==> config.mk <==
export PLATFORM = sky130hd
export DESIGN_NAME = soft_cpu_instruction_decoder
export DESIGN_NICKNAME = d
export VERILOG_FILES = /design/src/ext_code_decoder.v /design/src/soft_cpu_instruction_decoder.v
export VERILOG_INCLUDE_DIRS = /design/src /design/src/src
export SDC_FILE = /design/constraint.sdc
export NUM_CORES = 1
export LEC_CHECK = 0
export ABC_CLOCK_PERIOD_IN_PS = 900
export BUFFER_PORTS_ARGS = -buffer_cell sky130_fd_sc_hd__buf_2
export CAP_MARGIN = 20
export CORE_UTILIZATION = 46
export CTS_BUF_LIST = sky130_fd_sc_hd__clkbuf_4 sky130_fd_sc_hd__clkbuf_8 sky130_fd_sc_hd__clkbuf_16
export CTS_CLUSTER_SIZE = 40
export DETAILED_ROUTE_END_ITERATION = 8
export MAX_ROUTING_LAYER = met4
export PLACE_DENSITY = 0.76
export SETUP_SLACK_MARGIN = 0.05
export SLEW_MARGIN = 5
export SYNTH_ARGS = -nofsm -noshare
export SYNTH_HDL_FRONTEND = slang
export SYNTH_SLANG_ARGS = --single-unit
==> constraint.sdc <==
create_clock -name i_sys_clk -period 0.9 [get_ports i_sys_clk]
set_input_delay 0.09 -clock i_sys_clk [delete_from_list [all_inputs] [get_ports i_sys_clk]]
set_output_delay 0.09 -clock i_sys_clk [all_outputs]
set_load 0.02 [all_outputs]
==> src/soft_cpu_decoder_defs.vh <==
// Overview of operation
// RQ1 - Immediate format: class, immediate, two registers
// RQ2 - Immediate format: A and immediate in, B out
// RQ3 - Sign-extend immediate except logic, unsigned compares
// RQ4 - Register format: three registers, extension, class
// RQ5 - Register format: A, B in, C out
// RQ6 - Constant shifts take amount from extension bits
// RQ7 - Jump format: class and 26-bit target
// RQ8 - Class 0x00 call, 0x01 absolute jump
// RQ9 - Class 0x3A register format, others immediate; code also decodes custom 0x32 in register format
// RQ10 - Unlisted codes are reserved, never decoded
// RQ11 - Load class codes, plain and peripheral
// RQ12 - Store class codes, plain and peripheral
// RQ13 - Branch class codes
// RQ14 - Immediate arithmetic and logic class codes
// RQ15 - Immediate compare class codes
// RQ16 - Data-cache maintenance codes and custom 0x32
// RQ17 - Register arithmetic, multiply, divide extension codes
// RQ18 - Register logical extension codes
// RQ19 - Register compare extension codes
// RQ20 - Shift and rotate extension codes
// RQ21 - Control-flow extension codes
// RQ22 - System extension codes
// RQ23 - Flag reserved codes as illegal instruction
`ifndef SOFT_CPU_DECODER_DEFS_VH
`define SOFT_CPU_DECODER_DEFS_VH
// Field positions
`define F_MCC_MSB 5
`define F_MCC_LSB 0
`define F_IMM_MSB 21
`define F_IMM_LSB 6
`define F_RB_MSB 26
`define F_RB_LSB 22
`define F_RA_MSB 31
`define F_RA_LSB 27
`define F_RC_MSB 21
`define F_RC_LSB 17
`define F_EXT_MSB 16
`define F_EXT_LSB 6
`define F_JT_MSB 31
`define F_JT_LSB 6
`define EXT_SEL_MSB 10
`define EXT_SEL_LSB 5
`define EXT_AMT_MSB 4
`define EXT_AMT_LSB 0
`define LINK_REG 5'h1F
// Operation groups
`define GRP_NONE 4'h0
`define GRP_ARITH 4'h1
`define GRP_CMP 4'h2
`define GRP_LOAD 4'h3
`define GRP_STORE 4'h4
`define GRP_BRANCH 4'h5
`define GRP_JUMP 4'h6
`define GRP_CACHE 4'h7
`define GRP_CUSTOM 4'h8
`define GRP_SHIFT 4'h9
`define GRP_SYSTEM 4'hA
`define GRP_MULDIV 4'hB
`define GRP_LOGIC 4'hC
// Condition codes for branches and compares
`define CND_ALWAYS 3'h0
`define CND_EQ 3'h1
`define CND_NE 3'h2
`define CND_LT 3'h3
`define CND_GE 3'h4
`define CND_LTU 3'h5
`define CND_GEU 3'h6
// Memory access sizes
`define SZ_BYTE 2'h0
`define SZ_HALF 2'h1
`define SZ_WORD 2'h2
// Format codes
`define FMT_I 2'h0
`define FMT_R 2'h1
`define FMT_J 2'h2
// Major class codes
`define MC_CALL 6'h00
`define MC_JMPI 6'h01
`define MC_LDBU 6'h03
`define MC_ADDI 6'h04
`define MC_STB 6'h05
`define MC_JREL 6'h06
`define MC_LDB 6'h07
`define MC_CMPGEI 6'h08
`define MC_LDHU 6'h0B
`define MC_ANDI 6'h0C
`define MC_STH 6'h0D
`define MC_BGE 6'h0E
`define MC_LDH 6'h0F
`define MC_CMPLTI 6'h10
`define MC_INITDA 6'h13
`define MC_ORI 6'h14
`define MC_STW 6'h15
`define MC_BLT 6'h16
`define MC_LDW 6'h17
`define MC_CMPNEI 6'h18
`define MC_FLUSHDA 6'h1B
`define MC_XORI 6'h1C
`define MC_BNE 6'h1E
`define MC_CMPEQI 6'h20
`define MC_LDBUIO 6'h23
`define MC_MULI 6'h24
`define MC_STBIO 6'h25
`define MC_BEQ 6'h26
`define MC_LDBIO 6'h27
`define MC_CMPGEUI 6'h28
`define MC_LDHUIO 6'h2B
`define MC_ANDHI 6'h2C
`define MC_STHIO 6'h2D
`define MC_BGEU 6'h2E
`define MC_LDHIO 6'h2F
`define MC_CMPLTUI 6'h30
`define MC_CUSTOM 6'h32
`define MC_INITD 6'h33
`define MC_ORHI 6'h34
`define MC_STWIO 6'h35
`define MC_BLTU 6'h36
`define MC_LDWIO 6'h37
`define MC_RFMT 6'h3A
`define MC_FLUSHD 6'h3B
`define MC_XORHI 6'h3C
// Extension codes, upper six bits of the extension field
`define XC_ERET 6'h01
`define XC_ROLI 6'h02
`define XC_ROL 6'h03
`define XC_FLUSHP 6'h04
`define XC_RET 6'h05
`define XC_NOR 6'h06
`define XC_MULXUU 6'h07
`define XC_CMPGE 6'h08
`define XC_BRET 6'h09
`define XC_ROR 6'h0B
`define XC_FLUSHI 6'h0C
`define XC_JMP 6'h0D
`define XC_AND 6'h0E
`define XC_CMPLT 6'h10
`define XC_SLLI 6'h12
`define XC_SLL 6'h13
`define XC_OR 6'h16
`define XC_MULXSU 6'h17
`define XC_CMPNE 6'h18
`define XC_SRLI 6'h1A
`define XC_SRL 6'h1B
`define XC_NEXTPC 6'h1C
`define XC_CALLR 6'h1D
`define XC_XOR 6'h1E
`define XC_MULXSS 6'h1F
`define XC_CMPEQ 6'h20
`define XC_DIVU 6'h24
`define XC_DIV 6'h25
`define XC_RDCTL 6'h26
`define XC_MUL 6'h27
`define XC_CMPGEU 6'h28
`define XC_INITI 6'h29
`define XC_TRAP 6'h2D
`define XC_WRCTL 6'h2E
`define XC_CMPLTU 6'h30
`define XC_ADD 6'h31
`define XC_BREAK 6'h34
`define XC_SYNC 6'h36
`define XC_SUB 6'h39
`define XC_SRAI 6'h3A
`define XC_SRA 6'h3B
`endif

==> src/ext_code_decoder.v <==
`timescale 1ns/100ps
`include "soft_cpu_decoder_defs.vh"
module ext_code_decoder (
   // Upper six bits of the extension field
   input wire [5:0] i_sel,
   // Decoded properties
   output reg o_known,
   output reg [3:0] o_group,
   output reg [2:0] o_cond,
   output reg o_amt_imm,
   output reg o_writes_c
);
   always @* begin
      o_known = 1'b1;
      o_group = `GRP_NONE;
      o_cond = `CND_ALWAYS;
      o_amt_imm = 1'b0;
      o_writes_c = 1'b1;
      case (i_sel)
         `XC_ADD, `XC_SUB: o_group = `GRP_ARITH; // [RQ17]
         `XC_MUL, `XC_MULXSS, `XC_MULXSU, `XC_MULXUU,
         `XC_DIV, `XC_DIVU: o_group = `GRP_MULDIV; // [RQ17]
         `XC_AND, `XC_OR, `XC_XOR,
         `XC_NOR: o_group = `GRP_LOGIC; // [RQ18]
         `XC_CMPGE: begin o_group = `GRP_CMP; o_cond = `CND_GE; end // [RQ19]
         `XC_CMPNE: begin o_group = `GRP_CMP; o_cond = `CND_NE; end
         `XC_CMPGEU: begin o_group = `GRP_CMP; o_cond = `CND_GEU; end
         `XC_CMPLT: begin o_group = `GRP_CMP; o_cond = `CND_LT; end
         `XC_CMPEQ: begin o_group = `GRP_CMP; o_cond = `CND_EQ; end
         `XC_CMPLTU: begin o_group = `GRP_CMP; o_cond = `CND_LTU; end
         `XC_ROL, `XC_ROR, `XC_SLL, `XC_SRL,
         `XC_SRA: o_group = `GRP_SHIFT; // [RQ20]
         `XC_ROLI, `XC_SLLI, `XC_SRLI, `XC_SRAI: begin
            o_group = `GRP_SHIFT;
            o_amt_imm = 1'b1; // [RQ6] [RQ20]
         end
         `XC_ERET, `XC_RET, `XC_BRET, `XC_JMP, `XC_TRAP,
         `XC_BREAK: begin
            o_group = `GRP_JUMP; // [RQ21]
            o_writes_c = 1'b0;
         end
         `XC_CALLR, `XC_NEXTPC: o_group = `GRP_JUMP; // [RQ21]
         `XC_RDCTL: o_group = `GRP_SYSTEM; // [RQ22]
         `XC_WRCTL, `XC_SYNC, `XC_FLUSHP: begin
            o_group = `GRP_SYSTEM; // [RQ22]
            o_writes_c = 1'b0;
         end
         `XC_FLUSHI, `XC_INITI: begin
            o_group = `GRP_CACHE; // [RQ22]
            o_writes_c = 1'b0;
         end
         default: begin
            o_known = 1'b0; // [RQ10]
            o_writes_c = 1'b0;
         end
      endcase
   end
endmodule // ext_code_decoder

==> src/soft_cpu_instruction_decoder.v <==
`timescale 1ns/100ps
`include "soft_cpu_decoder_defs.vh"
module soft_cpu_instruction_decoder (
   // Clock, reset, enable
   input wire i_sys_clk,
   input wire i_rstn,
   input wire i_ce,
   // Instruction from fetch
   input wire i_instr_valid,
   input wire [31:0] i_instr,
   // Raw fields
   output reg o_valid,
   output reg [1:0] o_format,
   output reg [5:0] o_major_class_code,
   output reg [10:0] o_extension_code,
   output reg [25:0] o_long_jump_target,
   // Operands
   output reg [4:0] o_src1_reg,
   output reg [4:0] o_src2_reg,
   output reg o_src2_is_imm,
   output reg [31:0] o_imm32,
   output reg [4:0] o_dest_reg,
   output reg o_dest_we,
   // Operation class
   output reg [3:0] o_group,
   output reg [2:0] o_cond,
   output reg [1:0] o_mem_size,
   output reg o_mem_signed,
   output reg o_mem_io,
   output reg o_illegal
);
   // Immediate fields and register fields
   wire [5:0] mcc = i_instr[`F_MCC_MSB:`F_MCC_LSB]; // [RQ1] [RQ4]
   wire [15:0] short_immediate = i_instr[`F_IMM_MSB:`F_IMM_LSB]; // [RQ1]
   wire [4:0] reg_a = i_instr[`F_RA_MSB:`F_RA_LSB]; // [RQ1] [RQ4]
   wire [4:0] reg_b = i_instr[`F_RB_MSB:`F_RB_LSB]; // [RQ1] [RQ4]
   wire [4:0] reg_c = i_instr[`F_RC_MSB:`F_RC_LSB]; // [RQ4]
   wire [10:0] extension_code = i_instr[`F_EXT_MSB:`F_EXT_LSB]; // [RQ4]
   wire [25:0] long_jump_target = i_instr[`F_JT_MSB:`F_JT_LSB]; // [RQ7]
   wire [5:0] ext_sel = extension_code[`EXT_SEL_MSB:`EXT_SEL_LSB];
   wire [4:0] shift_amt = extension_code[`EXT_AMT_MSB:`EXT_AMT_LSB];

   // Logical operations and unsigned compares take the immediate unsigned
   function zero_ext;
      input [5:0] code;
      begin
         case (code)
            `MC_ANDI, `MC_ORI, `MC_XORI, `MC_ANDHI, `MC_ORHI, `MC_XORHI,
            `MC_CMPGEUI, `MC_CMPLTUI: zero_ext = 1'b1; // [RQ3]
            default: zero_ext = 1'b0;
         endcase
      end
   endfunction

   function [31:0] extend16;
      input [15:0] value;
      input zext;
      begin
         if (zext) begin
            extend16 = {16'h0000, value};
         end else begin
            extend16 = {{16{value[15]}}, value}; // [RQ3]
         end
      end
   endfunction

   // Extension-code decode for the register format
   wire x_known;
   wire [3:0] x_group;
   wire [2:0] x_cond;
   wire x_amt_imm;
   wire x_writes_c;
   ext_code_decoder u_ext (
      .i_sel(ext_sel),
      .o_known(x_known),
      .o_group(x_group),
      .o_cond(x_cond),
      .o_amt_imm(x_amt_imm),
      .o_writes_c(x_writes_c)
   );

   // Major-class decode for immediate and jump formats
   reg m_known;
   reg [3:0] m_group;
   reg [2:0] m_cond;
   reg [1:0] m_size;
   reg m_signed;
   reg m_io;
   reg m_writes_b;
   always @* begin
      m_known = 1'b1;
      m_group = `GRP_NONE;
      m_cond = `CND_ALWAYS;
      m_size = `SZ_WORD;
      m_signed = 1'b0;
      m_io = 1'b0;
      m_writes_b = 1'b1; // [RQ2]
      case (mcc)
         `MC_CALL, `MC_JMPI: begin
            m_group = `GRP_JUMP; // [RQ8]
            m_writes_b = 1'b0;
         end
         `MC_RFMT: m_writes_b = 1'b0; // [RQ9]
         `MC_LDBU: begin
            m_group = `GRP_LOAD; // [RQ11]
            m_size = `SZ_BYTE;
         end
         `MC_LDB: begin
            m_group = `GRP_LOAD; // [RQ11]
            m_size = `SZ_BYTE;
            m_signed = 1'b1;
         end
         `MC_LDHU: begin
            m_group = `GRP_LOAD; // [RQ11]
            m_size = `SZ_HALF;
         end
         `MC_LDH: begin
            m_group = `GRP_LOAD; // [RQ11]
            m_size = `SZ_HALF;
            m_signed = 1'b1;
         end
         `MC_LDW: m_group = `GRP_LOAD; // [RQ11]
         `MC_LDBUIO: begin
            m_group = `GRP_LOAD; // [RQ11]
            m_size = `SZ_BYTE;
            m_io = 1'b1;
         end
         `MC_LDBIO: begin
            m_group = `GRP_LOAD; // [RQ11]
            m_size = `SZ_BYTE;
            m_signed = 1'b1;
            m_io = 1'b1;
         end
         `MC_LDHUIO: begin
            m_group = `GRP_LOAD; // [RQ11]
            m_size = `SZ_HALF;
            m_io = 1'b1;
         end
         `MC_LDHIO: begin
            m_group = `GRP_LOAD; // [RQ11]
            m_size = `SZ_HALF;
            m_signed = 1'b1;
            m_io = 1'b1;
         end
         `MC_LDWIO: begin
            m_group = `GRP_LOAD; // [RQ11]
            m_io = 1'b1;
         end
         `MC_STB, `MC_STBIO: begin
            m_group = `GRP_STORE; // [RQ12]
            m_size = `SZ_BYTE;
            m_io = (mcc == `MC_STBIO);
            m_writes_b = 1'b0;
         end
         `MC_STH, `MC_STHIO: begin
            m_group = `GRP_STORE; // [RQ12]
            m_size = `SZ_HALF;
            m_io = (mcc == `MC_STHIO);
            m_writes_b = 1'b0;
         end
         `MC_STW, `MC_STWIO: begin
            m_group = `GRP_STORE; // [RQ12]
            m_io = (mcc == `MC_STWIO);
            m_writes_b = 1'b0;
         end
         `MC_JREL, `MC_BLT, `MC_BEQ, `MC_BLTU, `MC_BGE, `MC_BNE,
         `MC_BGEU: begin
            m_group = `GRP_BRANCH; // [RQ13]
            m_writes_b = 1'b0;
            case (mcc)
               `MC_BLT: m_cond = `CND_LT;
               `MC_BEQ: m_cond = `CND_EQ;
               `MC_BLTU: m_cond = `CND_LTU;
               `MC_BGE: m_cond = `CND_GE;
               `MC_BNE: m_cond = `CND_NE;
               `MC_BGEU: m_cond = `CND_GEU;
               default: m_cond = `CND_ALWAYS;
            endcase
         end
         `MC_ADDI: m_group = `GRP_ARITH; // [RQ14]
         `MC_MULI: m_group = `GRP_MULDIV; // [RQ14]
         `MC_ORI, `MC_ORHI, `MC_ANDI, `MC_XORI, `MC_ANDHI,
         `MC_XORHI: m_group = `GRP_LOGIC; // [RQ14]
         `MC_CMPGEI: begin
            m_group = `GRP_CMP; // [RQ15]
            m_cond = `CND_GE;
         end
         `MC_CMPNEI: begin
            m_group = `GRP_CMP; // [RQ15]
            m_cond = `CND_NE;
         end
         `MC_CMPGEUI: begin
            m_group = `GRP_CMP; // [RQ15]
            m_cond = `CND_GEU;
         end
         `MC_CMPLTI: begin
            m_group = `GRP_CMP; // [RQ15]
            m_cond = `CND_LT;
         end
         `MC_CMPEQI: begin
            m_group = `GRP_CMP; // [RQ15]
            m_cond = `CND_EQ;
         end
         `MC_CMPLTUI: begin
            m_group = `GRP_CMP; // [RQ15]
            m_cond = `CND_LTU;
         end
         `MC_INITDA, `MC_FLUSHDA, `MC_INITD, `MC_FLUSHD: begin
            m_group = `GRP_CACHE; // [RQ16]
            m_writes_b = 1'b0;
         end
         `MC_CUSTOM: begin
            // Custom words use the register layout; the unit decides
            m_group = `GRP_CUSTOM; // [RQ16]
            m_writes_b = 1'b0;
         end
         default: begin
            m_known = 1'b0; // [RQ10]
            m_writes_b = 1'b0;
         end
      endcase
   end

   // Operand routing
   reg [1:0] fmt_d;
   reg [4:0] src2_d;
   reg src2_imm_d;
   reg [31:0] imm_d;
   reg [4:0] dest_d;
   reg dest_we_d;
   reg [3:0] group_d;
   reg [2:0] cond_d;
   reg illegal_d;
   always @* begin
      fmt_d = `FMT_I;
      src2_d = reg_b;
      src2_imm_d = 1'b0;
      imm_d = extend16(short_immediate, zero_ext(mcc)); // [RQ3]
      dest_d = reg_b;
      dest_we_d = 1'b0;
      group_d = m_group;
      cond_d = m_cond;
      illegal_d = 1'b0;
      if (mcc == `MC_CALL || mcc == `MC_JMPI) begin
         fmt_d = `FMT_J; // [RQ7] [RQ8]
         // Byte target inside the 256 MByte region
         imm_d = {4'h0, long_jump_target, 2'h0}; // [RQ7]
         dest_d = `LINK_REG;
         dest_we_d = (mcc == `MC_CALL);
      end else if (mcc == `MC_RFMT || mcc == `MC_CUSTOM) begin
         fmt_d = `FMT_R; // [RQ9]
         dest_d = reg_c; // [RQ5]
         if (mcc == `MC_RFMT) begin
            group_d = x_group;
            cond_d = x_cond;
            dest_we_d = x_writes_c; // [RQ5]
            illegal_d = ~x_known; // [RQ23]
            src2_imm_d = x_amt_imm; // [RQ6]
            imm_d = x_amt_imm ? {27'h0000000, shift_amt} : 32'h00000000;
            if (ext_sel == `XC_CALLR) begin
               dest_d = `LINK_REG;
            end
         end else begin
            imm_d = {21'h000000, extension_code};
         end
      end else begin
         // Most immediate-format words: A and immediate in, B out
         src2_imm_d = (m_group != `GRP_STORE) &&
            (m_group != `GRP_BRANCH); // [RQ2]
         dest_we_d = m_writes_b; // [RQ2]
         illegal_d = ~m_known; // [RQ23]
      end
      // Reserved words carry no operation downstream
      if (illegal_d) begin
         group_d = `GRP_NONE; // [RQ10]
         dest_we_d = 1'b0;
      end
   end

   // Output stage; enable low freezes everything
   always @(posedge i_sys_clk or negedge i_rstn) begin
      if (!i_rstn) begin
         o_valid <= 1'b0;
         o_format <= `FMT_I;
         o_major_class_code <= 6'h00;
         o_extension_code <= 11'h000;
         o_long_jump_target <= 26'h0000000;
         o_src1_reg <= 5'h00;
         o_src2_reg <= 5'h00;
         o_src2_is_imm <= 1'b0;
         o_imm32 <= 32'h00000000;
         o_dest_reg <= 5'h00;
         o_dest_we <= 1'b0;
         o_group <= `GRP_NONE;
         o_cond <= `CND_ALWAYS;
         o_mem_size <= `SZ_WORD;
         o_mem_signed <= 1'b0;
         o_mem_io <= 1'b0;
         o_illegal <= 1'b0;
      end else if (i_ce) begin
         o_valid <= i_instr_valid;
         o_format <= fmt_d;
         o_major_class_code <= mcc;
         o_extension_code <= extension_code;
         o_long_jump_target <= long_jump_target;
         o_src1_reg <= reg_a; // [RQ2] [RQ5]
         o_src2_reg <= src2_d;
         o_src2_is_imm <= src2_imm_d;
         o_imm32 <= imm_d;
         o_dest_reg <= dest_d;
         o_dest_we <= dest_we_d & i_instr_valid;
         o_group <= group_d;
         o_cond <= cond_d;
         o_mem_size <= m_size;
         o_mem_signed <= m_signed;
         o_mem_io <= m_io;
         o_illegal <= illegal_d & i_instr_valid; // [RQ23]
      end
   end
endmodule // soft_cpu_instruction_decoder

* After elaboration in Yosys (flattened, before gate mapping)
Index checks and enable logic that the tools add are counted.
Storage, ports and cells: RAM bits 0, bits in latches 0, memory bits (read-only) 0, input port bits 36, memories kept 0, bits in registers 107
Cells by class: shifts and indexed selects 0, multiply operators 0, bitwise logic cells 4, divide/modulo/power cells 0, muxes and demuxes 42, reduce and logical (&&, ||, !) cells 32, equality and inequality tests 87, $add $sub $neg 0, order comparisons 0
Operator list (number):
- 6-bit == test (second input constant) | 38
- 6-bit by 5-bit == test with 1-bit output (second input constant) | 22
- 32-bit 2-to-1 mux | 3
- 6-bit by 4-bit == test with 1-bit output (second input constant) | 12
- 6-bit by 3-bit == test with 1-bit output (second input constant) | 8
- 45-bit OR reduction | 1
- 6-bit OR reduction | 7
- 41-bit OR reduction | 1
- 4-bit one-hot mux with 10 select lines | 1
- 3-bit one-hot mux with 6 select lines | 2
- 4-bit one-hot mux with 8 select lines | 1
- 30-bit OR reduction | 1
- 5-bit 2-to-1 mux | 5
- 24-bit OR reduction | 1
- 3-bit one-hot mux with 7 select lines | 1
- 4-bit OR reduction | 5
- 6-bit by 2-bit == test with 1-bit output (second input constant) | 3
- 1-bit 2-to-1 mux | 18
- 4-bit 2-to-1 mux | 4
- 8-bit OR reduction | 2
- 6-bit by 1-bit == test with 1-bit output (second input constant) | 2
- 2-bit OR reduction | 6
- 11-bit 2-to-1 mux | 1
- 10-bit OR reduction | 1
- 13 further kinds | 19

* Longest topological paths before layout
depth after elaboration 9, mapped depth 8

* By module
From an unflattened synthesis, not the netlist that was laid out.
Second synthesis, totals: cells, all modules 509, area total of the unflattened synthesis 4662.0 sq um
By module, submodules not included:
- soft_cpu_instruction_decoder | area an instance 4115.2 sq um, times used 1, sequential area each 2078.2 sq um, cells each 424
- ext_code_decoder | area an instance 546.8 sq um, times used 1, sequential area each 0.0 sq um, cells each 85

* Least setup slack after synthesis
OpenSTA, ideal clock, no wires.
path type input port to flip-flop, from input i_instr[0], to register o_illegal, arrival 1.393 ns, required time 0.826 ns, cell stages on the path 6, slack -0.567 ns, buffers on the path 2, cells stage by stage buf_2 > nand4b_4 > or2_0 > buf_2 > or4_4 > o21ai_2
On the way: longest elaborated chain between the ends 7, elaborated cells on any way between the ends 54, classes of those cells eq/ne: 44; mux: 4; bitwise: 2; reduce/logical: 4
Ends and longest elaborated chain:
- from (decl) | RTL line soft_cpu_instruction_decoder.v:10 | input wire [31:0] i_instr,
- 6-bit == test, or another cell as far along | RTL line soft_cpu_instruction_decoder.v:98 | case (mcc)
- 45-bit OR reduction (no source line)
- 1-bit 2-to-1 mux | RTL line soft_cpu_instruction_decoder.v:98
- 1-bit inverter | RTL line soft_cpu_instruction_decoder.v:271 | illegal_d = ~m_known;
- 1-bit 2-to-1 mux | RTL line soft_cpu_instruction_decoder.v:250 | end else if (mcc == `MC_RFMT || mcc == `MC_CUSTOM) begin
- 1-bit 2-to-1 mux (*) | RTL line soft_cpu_instruction_decoder.v:244 | if (mcc == `MC_CALL || mcc == `MC_JMPI) begin
- 1-bit AND (*) | RTL line soft_cpu_instruction_decoder.v:317 | o_illegal <= illegal_d & i_instr_valid;
- to (signal assigned) | RTL line soft_cpu_instruction_decoder.v:317
- to (decl) | RTL line soft_cpu_instruction_decoder.v:30 | output reg o_illegal
Mark *: on every way between the ends. The rest lies on a longest branch, timed or not. A chain may end at the register's enable or synchronous reset.

* Worst setup path after layout
from register o_mem_size[1], to output o_mem_size[1]
RTL lines:
- from (decl) | RTL line soft_cpu_instruction_decoder.v:27 | output reg [1:0] o_mem_size,
- from (signal assigned) | RTL line soft_cpu_instruction_decoder.v:296 | o_mem_size <= `SZ_WORD;
- from (signal assigned) | RTL line soft_cpu_instruction_decoder.v:314 | o_mem_size <= m_size;
No word-level cell between the ends.

==> flow_metrics.env <==
export IMPL_status="complete, but fails checks"
export IMPL_violations="setup timing"
export IMPL_nNetsFinal=790
export IMPL_vias=5191
export IMPL_ant_nets=0
export IMPL_vias_per_cell=5.846
export IMPL_worst_ep_required_time_ns=0.81
export IMPL_route_met3_wl_mm=1.306
export IMPL_skew_ns=0
export IMPL_clk_pin_slew_ns=0.10
export IMPL_tightestPinTransition_ns=0.4322
export IMPL_drv_slew=0
export IMPL_synthTopCellsByCount="dfrtp_1 (82), nor2_1 (50), nand2_1 (43), inv_1 (31), clkbuf_1 (27)"
export IMPL_wire_per_inst_um=21.90
export IMPL_maxCapViolCount=0
export IMPL_ys_async_sr_fraction=1.000
export IMPL_wl_met2_mm=9.885
export IMPL_setup_viol=157
export IMPL_ys_top_cells_by_area="dfrtp_1 (46%), mux2_2 (5.3%), nor2_1 (4.2%)"
export IMPL_die_h_um=100.8
export IMPL_antenna_found_initial=0
export IMPL_io_buffers=142
export IMPL_critical_path_class="flop to output pin"
export IMPL_die_w_um=100.8
export IMPL_cp_start_kind="flop"
export IMPL_diodes=0
export IMPL_grt_max_degree=31
export IMPL_ys_types=60
export IMPL_cpPeakStageDelay_ns=0.57
export IMPL_topRoutingLayerUsed="met4"
export IMPL_coreArea_sq_um=9371
export IMPL_cp_arrival_ns=1.06
export IMPL_grt_first_pass_wirelength_mm=26.14
export IMPL_io_pins=143
export IMPL_syn_area_per_cell_sq_um=9.170
export IMPL_wirelength_mm=19.44
export IMPL_whs_ns=0.02802
export IMPL_post_route_period_util=1.281
export IMPL_cts_tree="done"
export IMPL_dr_pass1_iters=5
export IMPL_synth_top_cell_area_share=0.4567
export IMPL_cpLargestDelayFamily="flip-flops"
export IMPL_drive_gt1_frac=0.5916
export IMPL_place_gp_congestion=0.9099
export IMPL_synth_ff_type="dfrtp_1"
export IMPL_drc=0
export IMPL_grt_total_usage=0.3475
export IMPL_rows=35
export IMPL_leakagePower_nw=3.834
export IMPL_syn_to_final_growth_pct=81.90
export IMPL_drtIter0Drc=360
export IMPL_grt_overflow_total=0
export IMPL_slew_headroom=0.7082
export IMPL_die_area_sq_um=10170
export IMPL_path_max_fanout=2
export IMPL_p_per_area_nw_per_um2=1426
export IMPL_clock_root_buffer="clkbuf_8"
export IMPL_synth_edff_count=0
export IMPL_start_util=0.4794
export IMPL_path_cells="buf_6"
export IMPL_finalHoldViolations=0
export IMPL_min_period_ns=1.153
export IMPL_hpwl_mm=9.661
export IMPL_rsz0062_at_grt="yes"
export IMPL_syn_num_nets=526
export IMPL_synth_seq_cells=83
export IMPL_setup_ws_ns=-0.2527
export IMPL_yosysMostFrequentCell="dfrtp_1"
export IMPL_yosysTopAreaCell="dfrtp_1"
export IMPL_drt_met1_wl_mm=7.202
export IMPL_syn_area_sq_um=4493
export IMPL_r2r_slack_ns=-0.21
export IMPL_clk_latency_ns=0.36
export IMPL_clockBufferDepth=2
export IMPL_ir_drop_mv=0.9471
export IMPL_htreeDepth=3
export IMPL_path_buf_inv=1
export IMPL_holdCritPathClass="primary input to flop"
export IMPL_synth_cells=490
export IMPL_yosys_warnings=0
export IMPL_cts_sinks=83
export IMPL_reg_top3="o_imm32 x29, o_long_jump_target x16, o_extension_code x10"
export IMPL_cts_buffers=9
export IMPL_pre_cts_slack_ns=-0.7902
export IMPL_crit_slowest_cell="dfstp_2"
export IMPL_largest_register_ffs=29
export IMPL_regMostFlops="o_imm32"
export IMPL_fmax_ghz=0.8675
export IMPL_ys_seq_area_frac=0.4625
export IMPL_grt_pass1_vias=4966
export IMPL_critPathCaptureType="output pin"
==> placed cells by master (no fill, tap or decap), types with 3 or more instances in the layout <==
| cell type | n |
|---|---|
| inv_2 | 4 |
| buf_2 | 22 |
| buf_12 | 9 |
| buf_6 | 140 |
| nor2_1 | 41 |
| mux2i_1 | 4 |
| a21oi_1 | 15 |
| a21oi_4 | 3 |
| nor2_4 | 7 |
| and3_1 | 4 |
| nand2_4 | 4 |
| clkbuf_8 | 9 |
| buf_4 | 133 |
| o31ai_1 | 4 |
| nand2_1 | 37 |
| a221oi_2 | 10 |
| o221ai_2 | 12 |
| nand2b_1 | 3 |
| o211ai_1 | 3 |
| or2_4 | 3 |
| nand2b_4 | 6 |
| a31oi_1 | 5 |
| buf_8 | 8 |
| nor3_1 | 5 |
| a221o_1 | 3 |
| inv_1 | 27 |
| a21oi_2 | 6 |
| dfrtp_1 | 80 |
| nor2b_1 | 8 |
| mux2_2 | 19 |
| o21ai_2 | 4 |
| a21o_1 | 3 |
| dlygate4sd3_1 | 9 |
| o21ai_0 | 21 |
| a22o_1 | 4 |
==> logic make-up after synthesis <==
family | count (synthesis) | share of synthesized area
simple gates | 150 | 0.1621
compound gates | 127 | 0.1974
buf+inv | 101 | 0.1083
flops | 83 | 0.4625
mux | 26 | 0.06377
xor+xnor | 3 | 0.005849
==> per-stage QoR <==
stage	total power [W]	utilization	cells	instance area (sq um)	TNS [ns]
2_1_floorplan	0.006113	-	490	4847	-13.82
5_1_grt	0.01203	0.8721	888	8173	-20.29
4_1_cts	0.01105	0.8278	861	7757	-13.85
6_report	0.01165	0.8721	888	8173	-16.84
3_5_place_dp	0.007096	0.6358	789	5958	-27.95
3_3_place_gp	0.007038	0.6358	789	5958	-26.74
==> cell type report <==
| cell class | count | area (sq um) |
|---|---|---|
| Timing Repair Buffer | 321 | 3075 |
| Multi-Input combinational cell | 307 | 2525 |
| Sequential cell | 83 | 2081 |
| Fill cell | 416 | 1199 |
| Tap cell | 129 | 161.4 |
| Clock buffer | 9 | 123.9 |
| Inverter | 32 | 121.4 |
| Clock inverter | 7 | 85.08 |
==> what timing repair did <==
item                                   in CTS  in global routing
cloned                                      1                  0
resized for setup                         320                 58
hold buffers                                9                  0
endpoints found under the hold margin      95                  0
pin swaps                                  45                 30
setup endpoints to repair                 151                158
buffers inserted                           46                 31
==> routing by layer <==
metal,up-vias,GRT usage
met1,2543,0.4005
met3,104,0.05479
met5,-,-
li1,2231,-
met4,0,0.1594
met2,313,0.5964
==> report_power, final <==
part	total, W	switching [W]	internal, W
clock	0.00296	0.00163	0.00133
sequential	0.00446	0.000371	0.00409
combinational	0.00423	0.00208	0.00215
==> final timing paths <==
kind                                           startpoint                        end  cells after the start
worst max-delay path            o_mem_size[1]$_DFFE_PN1P_              o_mem_size[1]                      1
worst min-delay path                           i_instr[9]     o_imm32[3]$_DFFE_PN0P_                      2
worst max register to register      o_illegal$_DFFE_PN0P_      o_illegal$_DFFE_PN0P_                      3
worst min register to register     o_imm32[8]$_DFFE_PN0P_     o_imm32[8]$_DFFE_PN0P_                      2
max in group asynchronous                          i_rstn     o_group[0]$_DFFE_PN0P_                      3
min in group asynchronous                          i_rstn  o_dest_reg[0]$_DFFE_PN0P_                      2
No activity file was read; power rests on OpenSTA's default activity.
